===== config.mk =====
export PLATFORM = sky130hd
export DESIGN_NAME = io_cell
export DESIGN_NICKNAME = d
export VERILOG_FILES = /design/src/rtl/io_cell_pkg.sv /design/src/rtl/io_store.sv /design/src/rtl/io_cell.sv
export SDC_FILE = /design/constraint.sdc
export NUM_CORES = 1
export LEC_CHECK = 0
export BUFFER_PORTS_ARGS = -buffer_cell sky130_fd_sc_hd__buf_2
export CORE_MARGIN = 2
export CORE_UTILIZATION = 42
export DETAILED_ROUTE_END_ITERATION = 8
export PLACE_DENSITY = 0.84
export SKIP_CTS_REPAIR_TIMING = 1
export SYNTH_ARGS = -nofsm -noshare
export SYNTH_HDL_FRONTEND = slang
export SYNTH_HIERARCHICAL = 1
export SYNTH_SLANG_ARGS = --single-unit

===== constraint.sdc =====
create_clock -name clock -period 1.9 [get_ports clock]
set_clock_uncertainty 0.15 [all_clocks]
set_input_delay 0.095 -clock clock [delete_from_list [all_inputs] [get_ports clock]]
set_output_delay 0.095 -clock clock [all_outputs]
set_load 0.1 [all_outputs]

===== src/rtl/io_cell_pkg.sv =====
// Shared constants and types of the configurable I/O cell
package io_cell_pkg;
   // Modes of the shared set/reset for one storage element
   typedef enum logic [1:0] {
      SR_SYNC_SET = 2'b00,
      SR_SYNC_RST = 2'b01,
      SR_ASYNC_PRE = 2'b10,
      SR_ASYNC_CLR = 2'b11
   } sr_mode_t;

   // Bit positions in the polarity inversion vector
   localparam int POL_W = 7;
   localparam int POL_CLK = 0;
   localparam int POL_CE_IN = 1;
   localparam int POL_CE_OUT = 2;
   localparam int POL_CE_OE = 3;
   localparam int POL_SR = 4;
   localparam int POL_TRI = 5;
   localparam int POL_OUT = 6;

   // Stages the cell clock spends in its distribution path
   localparam int CLK_DIST_STAGES = 1;

   // Reset values
   localparam logic RST_LOW = 1'b0;
   localparam logic RST_HIGH = 1'b1;
endpackage : io_cell_pkg


===== src/rtl/io_store.sv =====
// One storage element of the I/O cell: flip-flop or latch with set/reset
`timescale 1ns/10ps
module io_store
   import io_cell_pkg::*;
(
   input wire logic clock, // System clock
   input wire logic rst, // Synchronous reset, active high
   input wire logic d, // Data in
   input wire logic ce, // Clock enable, polarity already applied
   input wire logic clk_edge, // Rising edge of the cell clock
   input wire logic clk_level, // Cell clock level, for latch mode
   input wire logic sr, // Shared set/reset, polarity already applied
   input wire logic latch_mode, // 1 latch, 0 flip-flop
   input wire sr_mode_t sr_mode, // How sr acts on this element
   output logic q // Stored value
);
   logic q_ff;
   logic nxt_q;
   wire load = latch_mode ? clk_level : clk_edge;
   wire async_mode = (sr_mode == SR_ASYNC_PRE) || (sr_mode == SR_ASYNC_CLR);
   wire sr_value = (sr_mode == SR_SYNC_SET) || (sr_mode == SR_ASYNC_PRE);

   // Async modes act at once; sync modes wait for the element to load
   always_comb begin
      nxt_q = q_ff;
      if (sr && async_mode) begin
         nxt_q = sr_value;
      end else if (load && sr) begin
         nxt_q = sr_value;
      end else if (load && ce) begin
         nxt_q = d;
      end
   end

   always_ff @(posedge clock) begin
      if (rst) begin
         q_ff <= RST_LOW;
      end else begin
         q_ff <= nxt_q;
      end
   end

   assign q = q_ff;

   property p_async_acts;
      @(posedge clock) disable iff (rst)
      (sr && async_mode) |=> (q == $past(sr_value));
   endproperty
   a_async_acts: assert property (p_async_acts)
      else $error("async set/reset did not act");

   property p_flop_holds;
      @(posedge clock) disable iff (rst)
      (!latch_mode && !clk_edge && !(sr && async_mode)) |=> $stable(q);
   endproperty
   a_flop_holds: assert property (p_flop_holds)
      else $error("flip-flop changed without a clock edge");

   property p_latch_follows;
      @(posedge clock) disable iff (rst)
      (latch_mode && clk_level && ce && !sr) |=> (q == $past(d));
   endproperty
   a_latch_follows: assert property (p_latch_follows)
      else $error("transparent latch did not follow data");

   property p_ce_gates;
      @(posedge clock) disable iff (rst)
      (!ce && !sr) |=> $stable(q);
   endproperty
   a_ce_gates: assert property (p_ce_gates)
      else $error("element loaded with enable low");
endmodule : io_store


===== src/rtl/io_cell.sv =====
// Configurable I/O cell between user logic and one package pad
// Summary of operation
// Each of the three storage elements works as an edge flip-flop or a transparent latch.
// One cell clock feeds all three elements, each with its own clock enable.
// One shared set/reset acts per element as sync set, sync reset, async preset or clear.
// The output driver and each control input have their own polarity inversion.
// Before configuration the pad is not driven and pull-down and keeper stay off.
// A global mode pin picks pull-ups before configuration, otherwise the pad floats.
// The pad input reaches user logic direct, through the input element, or both.
// An optional delay matched to the clock path sits before the input element.
// Pad data comes direct from user logic or from the output element.
// The three-state control comes direct from user logic or from its element.
// Pull-up, pull-down and keeper are each selectable after configuration.
// The keeper weakly holds the pad at the last level seen on its input.
// The cell joins a boundary scan chain to observe and control its pad.
// All routing, mode, polarity and pull selections are static configuration.
`timescale 1ns/10ps
module io_cell
   import io_cell_pkg::*;
#(
   parameter int IN_DLY_STAGES = CLK_DIST_STAGES // Stages of the input delay
)
(
   input wire logic clock, // System clock, 50 MHz
   input wire logic rst, // Synchronous reset, active high
   input wire logic cfg_done, // Configuration has completed
   input wire logic pre_cfg_pullup, // Mode pin: pull-ups before configuration
   input wire logic [POL_W-1:0] pol_inv, // Polarity inversion per control
   input wire logic [2:0] latch_mode, // Per element: 1 latch (in, out, oe)
   input wire sr_mode_t sr_mode_in, // Set/reset mode of input element
   input wire sr_mode_t sr_mode_out, // Set/reset mode of output element
   input wire sr_mode_t sr_mode_oe, // Set/reset mode of enable element
   input wire logic in_dly_en, // Insert delay before input element
   input wire logic out_reg_sel, // Pad data from output element
   input wire logic oe_reg_sel, // Three-state control from its element
   input wire logic pull_up_sel, // Pull-up after configuration
   input wire logic pull_down_sel, // Pull-down after configuration
   input wire logic keeper_sel, // Keeper after configuration
   input wire logic cell_clk, // Cell clock from user logic
   input wire logic ce_in, // Clock enable, input element
   input wire logic ce_out, // Clock enable, output element
   input wire logic ce_oe, // Clock enable, enable element
   input wire logic shared_set_reset, // Shared set/reset
   input wire logic out_data, // Data to drive on the pad
   input wire logic tri_ctl, // Three-state control, 1 floats the pad
   output logic in_direct, // Pad level, registered one clock, bypassing the input element
   output logic in_reg, // Pad level from input element
   input wire logic pad_in, // Pad level seen by the input buffer
   output logic pad_out, // Level driven on the pad
   output logic pad_oe_n, // Pad driver enable, low drives
   output logic pull_up_en, // Weak pull-up on
   output logic pull_down_en, // Weak pull-down on
   output logic keeper_en, // Weak keeper on
   output logic keeper_level, // Level the keeper holds
   input wire logic bs_tdi, // Scan data in
   input wire logic bs_capture, // Scan capture strobe
   input wire logic bs_shift, // Scan shift strobe
   input wire logic bs_update, // Scan update strobe
   input wire logic bs_extest, // Scan cells control the pad
   output logic bs_tdo // Scan data out
);
   // Refuse a delay line shorter than the clock path it has to match
   if (IN_DLY_STAGES < 1) begin : g_bad_dly
      $error("IN_DLY_STAGES must be at least 1");
   end

   logic clk_s_ff, clk_d_ff;
   logic [IN_DLY_STAGES-1:0] dly_ff;
   logic in_direct_ff, pad_out_ff, pad_oe_n_ff;
   logic pull_up_ff, pull_down_ff, keeper_en_ff, keeper_level_ff;
   logic bs_in_ff, bs_out_ff, bs_oe_ff, bs_upd_out_ff, bs_upd_oe_ff;
   logic in_q, out_q, oe_q;
   logic nxt_pad_out, nxt_pad_oe_n;

   // Polarity-corrected controls
   wire clk_pol = cell_clk ^ pol_inv[POL_CLK];
   wire ce_in_pol = ce_in ^ pol_inv[POL_CE_IN];
   wire ce_out_pol = ce_out ^ pol_inv[POL_CE_OUT];
   wire ce_oe_pol = ce_oe ^ pol_inv[POL_CE_OE];
   wire sr_pol = shared_set_reset ^ pol_inv[POL_SR];
   wire tri_pol = tri_ctl ^ pol_inv[POL_TRI];

   // Cell clock passes one distribution stage before edge detection
   wire clk_edge = clk_s_ff & ~clk_d_ff;
   wire clk_level = clk_s_ff;

   // Delay line matched to the clock path so hold at the pad is zero
   wire in_d = in_dly_en ? dly_ff[IN_DLY_STAGES-1] : pad_in;
   wire [IN_DLY_STAGES:0] dly_shift = {dly_ff, pad_in};

   // Core view of data and float control before the scan override
   wire core_out = (out_reg_sel ? out_q : out_data) ^ pol_inv[POL_OUT];
   wire core_float = oe_reg_sel ? oe_q : tri_pol;

   assign nxt_pad_out = bs_extest ? bs_upd_out_ff : core_out;
   // Pad floats until configuration is done
   assign nxt_pad_oe_n = !cfg_done || (bs_extest ? bs_upd_oe_ff : core_float);

   io_store u_in_store (
      .clock(clock), .rst(rst), .d(in_d), .ce(ce_in_pol), .clk_edge(clk_edge),
      .clk_level(clk_level), .sr(sr_pol), .latch_mode(latch_mode[0]),
      .sr_mode(sr_mode_in), .q(in_q)
   );
   io_store u_out_store (
      .clock(clock), .rst(rst), .d(out_data), .ce(ce_out_pol), .clk_edge(clk_edge),
      .clk_level(clk_level), .sr(sr_pol), .latch_mode(latch_mode[1]),
      .sr_mode(sr_mode_out), .q(out_q)
   );
   io_store u_oe_store (
      .clock(clock), .rst(rst), .d(tri_pol), .ce(ce_oe_pol), .clk_edge(clk_edge),
      .clk_level(clk_level), .sr(sr_pol), .latch_mode(latch_mode[2]),
      .sr_mode(sr_mode_oe), .q(oe_q)
   );

   always_ff @(posedge clock) begin
      if (rst) begin
         // Start from the clock's present corrected level so release gives no false edge
         clk_s_ff <= clk_pol;
         clk_d_ff <= clk_pol;
         dly_ff <= '0;
      end else begin
         clk_s_ff <= clk_pol;
         clk_d_ff <= clk_s_ff;
         dly_ff <= dly_shift[IN_DLY_STAGES-1:0];
      end
   end

   always_ff @(posedge clock) begin
      if (rst) begin
         in_direct_ff <= RST_LOW;
         pad_out_ff <= RST_LOW;
         pad_oe_n_ff <= RST_HIGH;
      end else begin
         in_direct_ff <= pad_in;
         pad_out_ff <= nxt_pad_out;
         pad_oe_n_ff <= nxt_pad_oe_n;
      end
   end

   // Weak pad functions; pull-down and keeper stay off before configuration
   always_ff @(posedge clock) begin
      if (rst) begin
         pull_up_ff <= RST_LOW;
         pull_down_ff <= RST_LOW;
         keeper_en_ff <= RST_LOW;
      end else begin
         pull_up_ff <= cfg_done ? pull_up_sel : pre_cfg_pullup;
         pull_down_ff <= cfg_done && pull_down_sel;
         keeper_en_ff <= cfg_done && keeper_sel;
      end
   end

   // Keeper tracks the pad level it observes
   always_ff @(posedge clock) begin
      if (rst) begin
         keeper_level_ff <= RST_LOW;
      end else if (keeper_sel) begin
         keeper_level_ff <= pad_in;
      end
   end

   // Scan chain: tdi -> input cell -> output cell -> enable cell -> tdo
   always_ff @(posedge clock) begin
      if (rst) begin
         bs_in_ff <= RST_LOW;
         bs_out_ff <= RST_LOW;
         bs_oe_ff <= RST_HIGH;
      end else if (bs_capture) begin
         bs_in_ff <= pad_in;
         bs_out_ff <= core_out;
         bs_oe_ff <= core_float;
      end else if (bs_shift) begin
         bs_in_ff <= bs_tdi;
         bs_out_ff <= bs_in_ff;
         bs_oe_ff <= bs_out_ff;
      end
   end

   always_ff @(posedge clock) begin
      if (rst) begin
         bs_upd_out_ff <= RST_LOW;
         bs_upd_oe_ff <= RST_HIGH;
      end else if (bs_update) begin
         bs_upd_out_ff <= bs_out_ff;
         bs_upd_oe_ff <= bs_oe_ff;
      end
   end

   assign in_direct = in_direct_ff;
   assign in_reg = in_q;
   assign pad_out = pad_out_ff;
   assign pad_oe_n = pad_oe_n_ff;
   assign pull_up_en = pull_up_ff;
   assign pull_down_en = pull_down_ff;
   assign keeper_en = keeper_en_ff;
   assign keeper_level = keeper_level_ff;
   assign bs_tdo = bs_oe_ff;

   property p_pre_cfg_float;
      @(posedge clock) disable iff (rst)
      !cfg_done |=> (pad_oe_n && !pull_down_en && !keeper_en);
   endproperty
   a_pre_cfg_float: assert property (p_pre_cfg_float)
      else $error("pad active before configuration");

   property p_pre_cfg_pullup;
      @(posedge clock) disable iff (rst)
      !cfg_done |=> (pull_up_en == $past(pre_cfg_pullup));
   endproperty
   a_pre_cfg_pullup: assert property (p_pre_cfg_pullup)
      else $error("pull-up does not follow mode pin");

   property p_direct_in;
      @(posedge clock) disable iff (rst)
      1'b1 |=> (in_direct == $past(pad_in));
   endproperty
   a_direct_in: assert property (p_direct_in)
      else $error("direct input path wrong");

   property p_direct_out;
      @(posedge clock) disable iff (rst)
      (!bs_extest && !out_reg_sel) |=> (pad_out == $past(out_data ^ pol_inv[POL_OUT]));
   endproperty
   a_direct_out: assert property (p_direct_out)
      else $error("direct output path wrong");

   property p_reg_oe;
      @(posedge clock) disable iff (rst)
      (cfg_done && !bs_extest && oe_reg_sel) |=> (pad_oe_n == $past(oe_q));
   endproperty
   a_reg_oe: assert property (p_reg_oe)
      else $error("registered enable path wrong");

   property p_keeper;
      @(posedge clock) disable iff (rst)
      keeper_sel ##1 keeper_sel |-> (keeper_level == $past(pad_in));
   endproperty
   a_keeper: assert property (p_keeper)
      else $error("keeper lost the pad level");

   property p_dly_match;
      @(posedge clock) disable iff (rst)
      (in_dly_en && IN_DLY_STAGES == CLK_DIST_STAGES) |-> (in_d == $past(pad_in));
   endproperty
   a_dly_match: assert property (p_dly_match)
      else $error("input delay does not match clock path");

   property p_scan_shift;
      @(posedge clock) disable iff (rst)
      (bs_shift && !bs_capture) |=> (bs_tdo == $past(bs_out_ff));
   endproperty
   a_scan_shift: assert property (p_scan_shift)
      else $error("scan chain did not shift");
endmodule : io_cell


# Word-level counts from Yosys, hierarchy flattened
# Index checks and enable logic that the tools add are counted.
# totals
regBits,17
in_bits,39
out_inout_bits,9
word_cells,83
# op_classes
n_eq_ne,6
muxes,25
bitwise_logic,9
reduce_logical,26
# op_table
op,n
1-bit 2-to-1 mux,25
"2-bit == test, second input constant",6
1-bit logical AND,11
3-bit nonzero test,3
1-bit logical OR,7
1-bit bitwise XOR,7
2-bit logical NOT,3
2-bit nonzero test,1
1-bit bitwise AND,1
1-bit logical NOT,1
1-bit inverter,1

# Longest topological paths before layout
# Gate-level depths: netlist of the first run.
# logic_depth
depth_word,7
mapped_depth,4
ltp_nobuf,4

# Modules after synthesis
# The synthesis of the first run kept the hierarchy.
# modules_own_cells
module,instances,cells_each,area_per_inst_um2
io_cell,1,57,603.1
io_store,3,9,82.6

# Worst setup path before layout of the first run
# Ideal clock, no wire load.
# synth_path
kind,reg2reg
start,register u_in_store/q (netlist name)
end,register u_in_store.q_ff (netlist: u_in_store/q)
setup_time_ns,0.086
arrival_ns,1.529
setup_slack_ns,0.135
path_stages_with_launch,4
period_less_slack_ns,1.765
cell_sequence,dfxtp_1 > nor2_1 > a211o_1 > a211oi_1
# synth_lines
element,line,rtl
"end signal, assigned",io_store.sv:39,q_ff <= nxt_q;
"end, declared",io_store.sv:17,logic q_ff;

# Worst setup path in the final report of the first run
# layout_path
start,input port ce_out
end,register u_out_store.q_ff (netlist: u_out_store/q)
# layout_via
elab_chain_cells,3
# layout_lines
element,line,rtl
"start, declared",io_cell.sv:41,"input wire logic ce_out,"
1-bit bitwise XOR,io_cell.sv:78,wire ce_out_pol = ce_out ^ pol_inv[POL_CE_OUT];
via ce_out_pol,io_cell.sv:78,
1-bit logical AND,io_store.sv:30,end else if (load && ce) begin
3-bit nonzero test (no source line),n/a,
"end signal, assigned",io_store.sv:39,
"end, declared",io_store.sv:17,
# The timed path passes the listed nets, and every way through them passes these cells.
# A chain may end at the register's enable or synchronous reset.

==> results of run 1 <==
==> registers in the layout, summed over array words and instances, names as in the netlist <==
name	cells
bs_upd_out_ff	1
pull_up_en	1
keeper_en	1
clk_d_ff	1
bs_in_ff	1
pad_out	1
bs_out_ff	1
pull_down_en	1
u_out_store/q	1
clk_level	1
keeper_level	1
u_in_store/q	1
pad_oe_n	1
bs_upd_oe_ff	1
in_direct	1
bs_tdo	1
u_oe_store/q	1
==> metrics by stage <==
stage                     area [um^2]  setup WS [ns]  utilization [%]
after floorplan                   851          0.135                -
after global placement           1110          0.428             57.4
after detailed placement         1110          0.344             57.4
after CTS                        1140          0.326             58.8
after global routing             1370          0.124             70.7
final                            1370          0.154             70.7
==> cells by family after synthesis <==
logic type / Yosys count / share of synthesized area (%)
compound gates: 20 / 19.9
xor+xnor: 6 / 6.18
buf+inv: 6 / 2.79
flops: 17 / 40.0
mux: 13 / 19.1
simple gates: 22 / 12.1
==> metal layers <==
layer | routed length [um] | vias to the layer above | GRT usage, %
li1 | - | 453 | -
met1 | 814 | 408 | 17.1
met2 | 1080 | 47 | 29.0
met3 | 155 | 2 | 3.37
met4 | 19 | 0 | 8.57
met5 | 0 | - | 0
==> how the worst max path moves through the flow <==
stage,start,to,slack [ns],depth (start not counted)
5_1_grt,ce_in,u_in_store/q,0.12,6
3_3_place_gp,clk_level,u_in_store/q,0.43,4
2_1_floorplan,u_in_store/q,u_in_store/q,0.13,3
6_report,ce_out,u_out_store/q,0.15,6
4_1_cts,clk_level,u_out_store/q,0.33,4
3_5_place_dp,pol_inv[4],u_out_store/q,0.34,5
==> Yosys cell counts (4+ instances only) <==
cell	count
sky130_fd_sc_hd__a211o_1	4
sky130_fd_sc_hd__a211oi_1	4
sky130_fd_sc_hd__dfxtp_1	17
sky130_fd_sc_hd__inv_1	5
sky130_fd_sc_hd__mux2i_1	5
sky130_fd_sc_hd__nand2_1	4
sky130_fd_sc_hd__nor2_1	8
sky130_fd_sc_hd__nor2b_1	4
sky130_fd_sc_hd__xor2_1	6
==> power breakdown <==
part	leakage, uW	internal [uW]	switching [uW]
logic	0.000522	139	194
registers	0.000141	388	19.2
clock network	0.0000177	78.4	116
==> worst max-delay path: stages <==
cell and delay (ns):
sky130_fd_sc_hd__dlygate4sd3_1 0.53, sky130_fd_sc_hd__buf_2 0.12, sky130_fd_sc_hd__xor2_1 0.15, sky130_fd_sc_hd__dlygate4sd3_1 0.58, sky130_fd_sc_hd__o2111ai_1 0.10, sky130_fd_sc_hd__a211oi_1 0.24
==> layout make-up <==
cell class / instances / area, um^2 / area share, %
multi-input cells: 61 / 487 / 35.5
repair buffers: 70 / 465 / 33.9
flip-flops and latches: 17 / 340 / 24.8
well taps: 27 / 33.8 / 2.46
clock buffers: 3 / 22.5 / 1.64
inverters: 5 / 18.8 / 1.37
clock inverters: 1 / 5.00 / 0.365
==> run summary, run 1 <==
Min path
- **Hold/Removal Path Class** in2reg
- **worst hold path depth** 4
- **hold_sp** pol_inv[3]
- **Worst Hold Path EP** u_oe_store/q

STA
- **Hold WS** -0.00755 ns
- **relative slew slack** 54.7%
- **Final Hold Violating Endpoints** 1
- **Max Freq** 0.573 GHz
- **slew at the pin closest to its max-slew limit** 0.677 ns
- **final setup violation count** 0
- **number of max-slew violations in the final report** 0
- **time the worst path needs with I/O delays and setup** 1.75 ns
- **setup_tns** 0 ns
- **RSZ-0062 raised after global routing** no
- **final cycle utilization of the critical path** 91.9%

CTS
- **deepest clock path buffer count** 2
- **clock edge transition at the registers on the reported setup and hold paths** 0.10 ns
- **CTS sink cnt** 17
- **clock buffers created by TritonCTS** 3
- **clock root cell** sky130_fd_sc_hd__clkbuf_4
- **clock insertion delay at the later pin of the skew report** 0.29 ns
- **H-tree depth reported by CTS** 1
- **CTS tree** built

Drt
- **final routed wirelength across all metal layers** 2070 um
- **final routed wire length divided by cell count** 11.2 um
- **vias per inst** 4.95
- **via total after detailed routing** 910
- **number of nets with antenna violations after detailed routing** 0
- **number of search-and-repair iterations in the first detailed-routing pass** 4
- **iteration-0 DRC count of the detailed router** 19
- **Post-route DRC** 0

Global routing
- **grt ovf** 0
- **number of global-route vias before repair** 799
- **total global routing track utilization** 15.9%
- **global-route wire length before repair** 3020 um
- **largest net degree at the start of global routing** 19
- **number of antenna violations at the first check in global routing** 0

Placed design
- **count of input and output buffers** 47
- **weighted congestion at the end of routability-driven global placement** 0.746
- **estimated wirelength of the detail-placed design** 1460 um
- **number of cells after detailed placement** 157

Synth
- **most common flop cell mapped by yosys** sky130_fd_sc_hd__dfxtp_1
- **sequential element share of the synthesized area** 40.0%
- **post-synth design cell area** 851 um^2
- **dominant cells by area after synthesis** sky130_fd_sc_hd__dfxtp_1 (40%), sky130_fd_sc_hd__xor2_1 (6.2%), sky130_fd_sc_hd__mux2i_1 (5.9%)
- **number of instances in the synthesized netlist** 84
- **proportion of netlist area held by the largest area contributor** 40.0%
- **cell type contributing the most total cell area after synthesis** sky130_fd_sc_hd__dfxtp_1
- **Synth async-reset ratio** 0%
- **number of enable flip-flop cells after synthesis** 0
- **Avg Cell Area, Syn** 10.1 um^2
- **Yosys cell types** 25
- **net count after synthesis** 123
- **yosys warns** 6
- **#FFs+latches synth** 17

Setup path
- **worst reg2reg path depth** 4
- **startpoint of the most critical register-to-register path** bs_in_ff
- **crit path DAT** 1.80 ns
- **reg-to-reg critical path endpoint** bs_out_ff
- **startpoint kind of the worst setup timing path** primary input
- **type of destination of the critical path** flop
- **Worst EP required** 1.96 ns
- **reg-to-reg setup timing slack** 0.19 ns
- **critical path class** in2reg
- **crit path max fanout** 2

Layout
- **commonest cells after routing, fill and taps aside** sky130_fd_sc_hd__buf_2 (47), sky130_fd_sc_hd__dlygate4sd3_1 (23), sky130_fd_sc_hd__dfxtp_1 (17), sky130_fd_sc_hd__nor2_1 (8), sky130_fd_sc_hd__xor2_1 (6)
- **# fillers** 151
- **layout cells sized above 1** 36.3%
- **number of inserted diodes** 0
- **non-filler cells, final** 184
- **Area growth, synth to finish** 61.3%
- **most common cell after layout, fill and taps aside** sky130_fd_sc_hd__buf_2
- **count of nets after finishing** 197

Die
- **Die Span Y** 49.0 um
- **floorplan die area** 0.00240 mm^2
- **Chip Width** 49.0 um
- **area inside the core boundary** 0.00194 mm^2
- **initial core utilization** 43.8%
- **number of top-level pins** 48
- **site row count** 16

Flow run
- **max-cap violations** 0

Pwr
- **static leakage** 0.000681 uW
- **power after layout** 935 uW
- **IR Drop Worst-Case VDD** 468 uV
- **power density over the cells** 681 mW/mm^2

Status
- **run status** complete, but fails checks
- **violated checks** hold timing

No activity file was read; power rests on OpenSTA's default activity.
==> inputs of run 2 (changes only) <==
--- a/config.mk
+++ b/config.mk
@@ -7,11 +7,11 @@
 export LEC_CHECK = 0
 export BUFFER_PORTS_ARGS = -buffer_cell sky130_fd_sc_hd__buf_2
 export CORE_MARGIN = 2
-export CORE_UTILIZATION = 42
+export CORE_UTILIZATION = 41
+export CTS_BUF_LIST = sky130_fd_sc_hd__clkbuf_16
 export DETAILED_ROUTE_END_ITERATION = 8
 export PLACE_DENSITY = 0.84
 export SKIP_CTS_REPAIR_TIMING = 1
 export SYNTH_ARGS = -nofsm -noshare
 export SYNTH_HDL_FRONTEND = slang
-export SYNTH_HIERARCHICAL = 1
 export SYNTH_SLANG_ARGS = --single-unit
==> run 2 against run 1 <==
The flow still finishes with violations (hold timing); clock power up 110%; core utilization shrank 2.4 points; critical path depth is 2 lower; sequential power is 1% lower; die area shrank 7.3%; largest power group is now clock.
==> run summary, run 2 <==
Status
- **run status** complete, but fails checks
- **violated checks** hold timing

STA
- **RSZ-0062 raised after global routing** no
- **number of max-slew violations in the final report** 0
- **final setup violation count** 0
- **slew at the pin closest to its max-slew limit** 0.489 ns
- **Final Hold Violating Endpoints** 5
- **Hold WS** -0.0388 ns
- **setup_tns** 0 ns
- **Max Freq** 0.683 GHz
- **relative slew slack** 67.6%
- **post-route worst setup slack** 0.437 ns
- **time the worst path needs with I/O delays and setup** 1.46 ns
- **final cycle utilization of the critical path** 77.0%

Drt
- **final routed wire length divided by cell count** 11.8 um
- **Post-route DRC** 0
- **number of search-and-repair iterations in the first detailed-routing pass** 4
- **via total after detailed routing** 780
- **final routed wirelength across all metal layers** 1920 um
- **number of nets with antenna violations after detailed routing** 0
- **vias per inst** 4.79
- **iteration-0 DRC count of the detailed router** 8

Die
- **initial core utilization** 43.8%
- **area inside the core boundary** 0.00175 mm^2
- **Chip Width** 47.2 um
- **number of top-level pins** 48
- **site row count** 15
- **floorplan die area** 0.00223 mm^2
- **Die Span Y** 47.2 um

Synth
- **Synth async-reset ratio** 0%
- **cell type contributing the most total cell area after synthesis** sky130_fd_sc_hd__dfxtp_1
- **most common flop cell mapped by yosys** sky130_fd_sc_hd__dfxtp_1
- **#FFs+latches synth** 17
- **number of enable flip-flop cells after synthesis** 0
- **leading cell type by number of instances after synthesis** sky130_fd_sc_hd__dfxtp_1
- **net count after synthesis** 119
- **number of instances in the synthesized netlist** 80
- **Avg Cell Area, Syn** 9.56 um^2
- **yosys warns** 0
- **post-synth design cell area** 764 um^2
- **Yosys cell types** 28
- **leading post-synthesis cells by instance count** sky130_fd_sc_hd__dfxtp_1 (17), sky130_fd_sc_hd__mux2i_1 (10), sky130_fd_sc_hd__nor2_1 (9)
- **proportion of netlist area held by the largest area contributor** 44.5%
- **dominant cells by area after synthesis** sky130_fd_sc_hd__dfxtp_1 (45%), sky130_fd_sc_hd__mux2i_1 (13%), sky130_fd_sc_hd__xor2_1 (5.7%)
- **sequential element share of the synthesized area** 44.5%

Layout
- **Area growth, synth to finish** 55.8%
- **number of inserted diodes** 0
- **commonest cells after routing, fill and taps aside** sky130_fd_sc_hd__buf_2 (47), sky130_fd_sc_hd__dfxtp_1 (17), sky130_fd_sc_hd__mux2i_1 (10), sky130_fd_sc_hd__nor2_1 (9), sky130_fd_sc_hd__dlygate4sd3_1 (9)
- **count of nets after finishing** 178
- **most common cell after layout, fill and taps aside** sky130_fd_sc_hd__buf_2
- **layout cells sized above 1** 37.0%

Placed design
- **Post-Place Worst Slack** 0.622 ns
- **count of input and output buffers** 47
- **weighted congestion at the end of routability-driven global placement** 0.732
- **estimated wirelength of the detail-placed design** 1390 um

CTS
- **clock insertion delay at the later pin of the skew report** 0.24 ns
- **clock edge transition at the registers on the reported setup and hold paths** 0.05 ns
- **clock buffers created by TritonCTS** 3
- **clock root cell** sky130_fd_sc_hd__clkbuf_16
- **H-tree depth reported by CTS** 1
- **CTS tree** built
- **CTS sink cnt** 17
- **deepest clock path buffer count** 2

Min path
- **hold_sp** pull_up_sel
- **Hold/Removal Path Class** in2reg
- **worst hold path depth** 3
- **Worst Hold Path EP** pull_up_en

Global routing
- **largest net degree at the start of global routing** 16
- **grt ovf** 0
- **global-route wire length before repair** 2820 um
- **total global routing track utilization** 17.9%
- **number of global-route vias before repair** 711
- **number of antenna violations at the first check in global routing** 0

Pwr
- **power density over the cells** 903 mW/mm^2
- **power after layout** 1080 uW
- **IR Drop Worst-Case VDD** 629 uV
- **static leakage** 0.000584 uW

Setup path
- **Crit-path slowest cell** sky130_fd_sc_hd__dlygate4sd3_1
- **reg-to-reg critical path endpoint** u_oe_store.q
- **crit path DAT** 1.45 ns
- **crit path max fanout** 2
- **reg-to-reg setup timing slack** 0.60 ns
- **critical path class** in2reg
- **type of destination of the critical path** flop
- **startpoint of the most critical register-to-register path** clk_level
- **cell breakdown of the critical path** dlygate4sd3_1 > buf_2 > xor2_1 > dlygate4sd3_1
- **worst reg2reg path depth** 3
- **Worst EP required** 1.88 ns
- **slowest cell delay on critical path** 0.55 ns
- **startpoint kind of the worst setup timing path** primary input
- **CP dominant cell by count** sky130_fd_sc_hd__dlygate4sd3_1

Flow run
- **max-cap violations** 0

[run 2: cell count changes in the layout (fill, tap and decap cells not counted), sizes merged, moves of 4 or more]
cell         before  now
dlygate4sd3      23    9
a21oi             1    8
mux2              7    1
mux2i             6   10
[run 2: how the worst max path moves through the flow]
stage               from           end  slack [ns]  depth (start not counted)
2_1_floorplan  in_direct  u_in_store.q        0.21                          4
3_3_place_gp   clk_level  u_oe_store.q        0.68                          3
3_5_place_dp   clk_level  u_oe_store.q        0.62                          3
4_1_cts        clk_level  u_oe_store.q        0.60                          3
5_1_grt         cell_clk     clk_level        0.38                          4
6_report        cell_clk     clk_level        0.44                          4
[run 2: layer usage]
metal | vias to the layer above | GRT usage [%] | share of wire, %
li1 | 399 | - | -
met1 | 344 | 20.3 | 42
met2 | 35 | 32.9 | 52
met3 | 2 | 4.23 | 6.5
met4 | 0 | 5.56 | 0.21
met5 | - | 0 | 0
[run 2: report_power, final]
part / internal, uW / switching (uW)
clock: 279 / 133
sequential: 385 / 17.5
combinational: 96.7 / 165
[run 2: kinds of logic after synthesis]
logic type | after synthesis | share of synthesized area (%)
DFF | 17 | 44.5
AOI/OAI and AO/OA | 15 | 12.1
buffers and inverters | 3 | 1.64
and+or+nand+nor | 27 | 19.1
muxes | 11 | 14.6
xor gates and xnor gates | 7 | 8.02
[run 2: layout make-up]
class	instances	area, um^2
Fill cell	155	554
Tap cell	25	31.3
Multi-Input combinational cell	60	412
Clock buffer	3	75.1
Timing Repair Buffer	56	325
Sequential cell	17	340
Inverter	1	3.75
Clock inverter	1	3.75
[run 2: metrics by stage]
step / instance area, um^2 / cells / util, %
after CTS: 1100 / 154 / 63.1
after detailed placement: 1020 / 150 / 58.6
final: 1190 / 163 / 68.2
after global routing: 1190 / 163 / 68.2
after global placement: 1020 / 150 / 58.6
after floorplan: 764 / 80 / -
[run 2: critical path, delay by kind of cell]
kind                   cells  cell delay, ns
buffers and inverters      3            1.20
XOR/XNOR                   1            0.15
==> inputs of run 3 (changes only) <==
--- a/config.mk
+++ b/config.mk
@@ -7,10 +7,10 @@
 export LEC_CHECK = 0
 export BUFFER_PORTS_ARGS = -buffer_cell sky130_fd_sc_hd__buf_2
 export CORE_MARGIN = 2
-export CORE_UTILIZATION = 41
+export CORE_UTILIZATION = 37
 export CTS_BUF_LIST = sky130_fd_sc_hd__clkbuf_16
 export DETAILED_ROUTE_END_ITERATION = 8
-export PLACE_DENSITY = 0.84
+export PLACE_DENSITY = 0.81
 export SKIP_CTS_REPAIR_TIMING = 1
 export SYNTH_ARGS = -nofsm -noshare
 export SYNTH_HDL_FRONTEND = slang
==> constraint.sdc (replaced) <==
create_clock -name clock -period 1.3 [get_ports clock]
set_clock_uncertainty 0.15 [all_clocks]
set_input_delay 0.065 -clock clock [delete_from_list [all_inputs] [get_ports clock]]
set_output_delay 0.065 -clock clock [all_outputs]
set_load 0.1 [all_outputs]
==> run 3 against run 2 <==
The run still ends with hold timing left; flip-flop and latch count stayed put; setup slack worse by 0.37 ns; sequential share of layout area down 0.42 points; sequential power is 47% higher; non-clock buffer count grew 4; clock power grew 45%; core utilization decreased by 5.0 points; wire length grew 17%; first-iteration DRC count up 130%; total power is 47% higher; critical path depth shrank 1.
==> run summary, run 3 (synthesized netlist as in run 2, its figures left out) <==
Status
- **run status** complete, but fails checks
- **violated checks** hold timing

STA
- **relative slew slack** 67.1%
- **final setup violation count** 0
- **slew at the pin closest to its max-slew limit** 0.497 ns
- **Final Hold Violating Endpoints** 3
- **time the worst path needs with I/O delays and setup** 1.24 ns
- **RSZ-0062 raised after global routing** no
- **Max Freq** 0.808 GHz
- **number of max-slew violations in the final report** 0
- **Hold WS** -0.0630 ns
- **post-route worst setup slack** 0.0625 ns
- **final cycle utilization of the critical path** 95.2%

Die
- **initial core utilization** 39.0%
- **number of top-level pins** 48
- **floorplan die area** 0.00245 mm^2
- **Die Span Y** 49.5 um
- **site row count** 16
- **area inside the core boundary** 0.00196 mm^2
- **Chip Width** 49.5 um

Setup path
- **Worst EP required** 1.31 ns
- **crit path max fanout** 9
- **slowest cell delay on critical path** 0.41 ns
- **launch point of the worst path** clk_level
- **cell breakdown of the critical path** a21oi_1 > or4_1 > o31ai_1
- **number of buffer and inverter stages on the critical path** 0
- **cell type group with the largest total delay on the critical path** flip-flops
- **type of destination of the critical path** flop
- **critical path class** reg2reg
- **Crit-path slowest cell** sky130_fd_sc_hd__dfxtp_2
- **startpoint kind of the worst setup timing path** flop
- **startpoint of the most critical register-to-register path** clk_level
- **crit path DAT** 1.25 ns

Global routing
- **grt ovf** 0
- **total global routing track utilization** 16.0%
- **number of global-route vias before repair** 722
- **global-route wire length before repair** 2900 um
- **largest net degree at the start of global routing** 15
- **number of antenna violations at the first check in global routing** 0

CTS
- **clock buffers created by TritonCTS** 3
- **clock edge transition at the registers on the reported setup and hold paths** 0.05 ns
- **CTS tree** built
- **clock insertion delay at the later pin of the skew report** 0.25 ns
- **clock root cell** sky130_fd_sc_hd__clkbuf_16
- **H-tree depth reported by CTS** 1
- **deepest clock path buffer count** 2
- **CTS sink cnt** 17

Min path
- **Hold/Removal Path Class** in2reg
- **hold_sp** sr_mode_oe[0]

Pwr
- **IR Drop Worst-Case VDD** 674 uV
- **static leakage** 0.000602 uW
- **power density over the cells** 1280 mW/mm^2

Placed design
- **post-detailed-placement cell area** 0.00104 mm^2
- **number of cells after detailed placement** 153
- **Post-Place Worst Slack** 0.0139 ns
- **estimated wirelength of the detail-placed design** 1520 um
- **weighted congestion at the end of routability-driven global placement** 0.776
- **count of input and output buffers** 47

Layout
- **non-filler cells, final** 169
- **layout cells sized above 1** 40.1%
- **number of inserted diodes** 0
- **most common cell after layout, fill and taps aside** sky130_fd_sc_hd__buf_2
- **final design instance area without fill** 0.00124 mm^2
- **Area growth, synth to finish** 62.2%
- **commonest cells after routing, fill and taps aside** sky130_fd_sc_hd__buf_2 (47), sky130_fd_sc_hd__dfxtp_1 (12), sky130_fd_sc_hd__dlygate4sd3_1 (12), sky130_fd_sc_hd__mux2i_1 (10), sky130_fd_sc_hd__nor2_1 (9)
- **count of nets after finishing** 182

Drt
- **number of nets with antenna violations after detailed routing** 0
- **number of search-and-repair iterations in the first detailed-routing pass** 5
- **via total after detailed routing** 841
- **final routed wire length divided by cell count** 13.3 um
- **Post-route DRC** 0
- **final routed wirelength across all metal layers** 2250 um
- **vias per inst** 4.98
- **iteration-0 DRC count of the detailed router** 18

Flow run
- **max-cap violations** 0

==> run 3: changes by cell type in the layout (fill, tap and decap cells not counted), sizes merged <==
cell,previous run,this run
dlygate4sd3,9,12
buf,47,48
==> run 3: worst paths after layout <==
check / end / slack [ns] / cells past startpoint
worst min register to register: bs_upd_oe_ff / 0.33 / 1
worst min-delay path: u_oe_store.q / -0.06 / 3
worst max register to register: u_oe_store.q / 0.06 / 3
worst max-delay path: u_oe_store.q / 0.06 / 3
==> run 3: through the flow <==
step                      total power [uW]  TNS (ns)  utilization, %  hold slack [ns]
after floorplan                        848   -0.0481               -          -0.0208
after CTS                             1560   -0.0227            57.0           -0.127
after global placement                 951         0            53.0            0.129
after global routing                  1650         0            63.2          -0.0453
final                                 1590         0            63.2          -0.0630
after detailed placement               962         0            53.0            0.125
==> run 3: area by class of cell <==
type,instances,area [um^2]
clock buffers,3,75.1
multi-input cells,60,412
clock inverters,1,3.75
repair buffers,60,363
flip-flops and latches,17,349
inverters,1,3.75
fillers,159,722
well taps,27,33.8
==> run 3: worst register-to-register path, delay by kind of cell (launching register included) <==
kind	cells	cell delay, ns
compound gates	2	0.19
flops	1	0.41
simple gates	1	0.41
==> run 3: routing by layer <==
metal	routed length [um]	track usage, %	up-vias
li1	-	-	408
met1	850	15.9	384
met5	0	0	-
met2	1190	27.7	42
met4	74	14.4	0
met3	140	3.64	7
==> run 3: power by group <==
part | internal, uW | switching (uW) | total [uW] | leakage [uW]
clock | 408 | 189 | 597 | 0.0000423
sequential | 566 | 27.4 | 593 | 0.000142
combinational | 148 | 249 | 396 | 0.000418
total | 1120 | 465 | 1590 | 0.000602
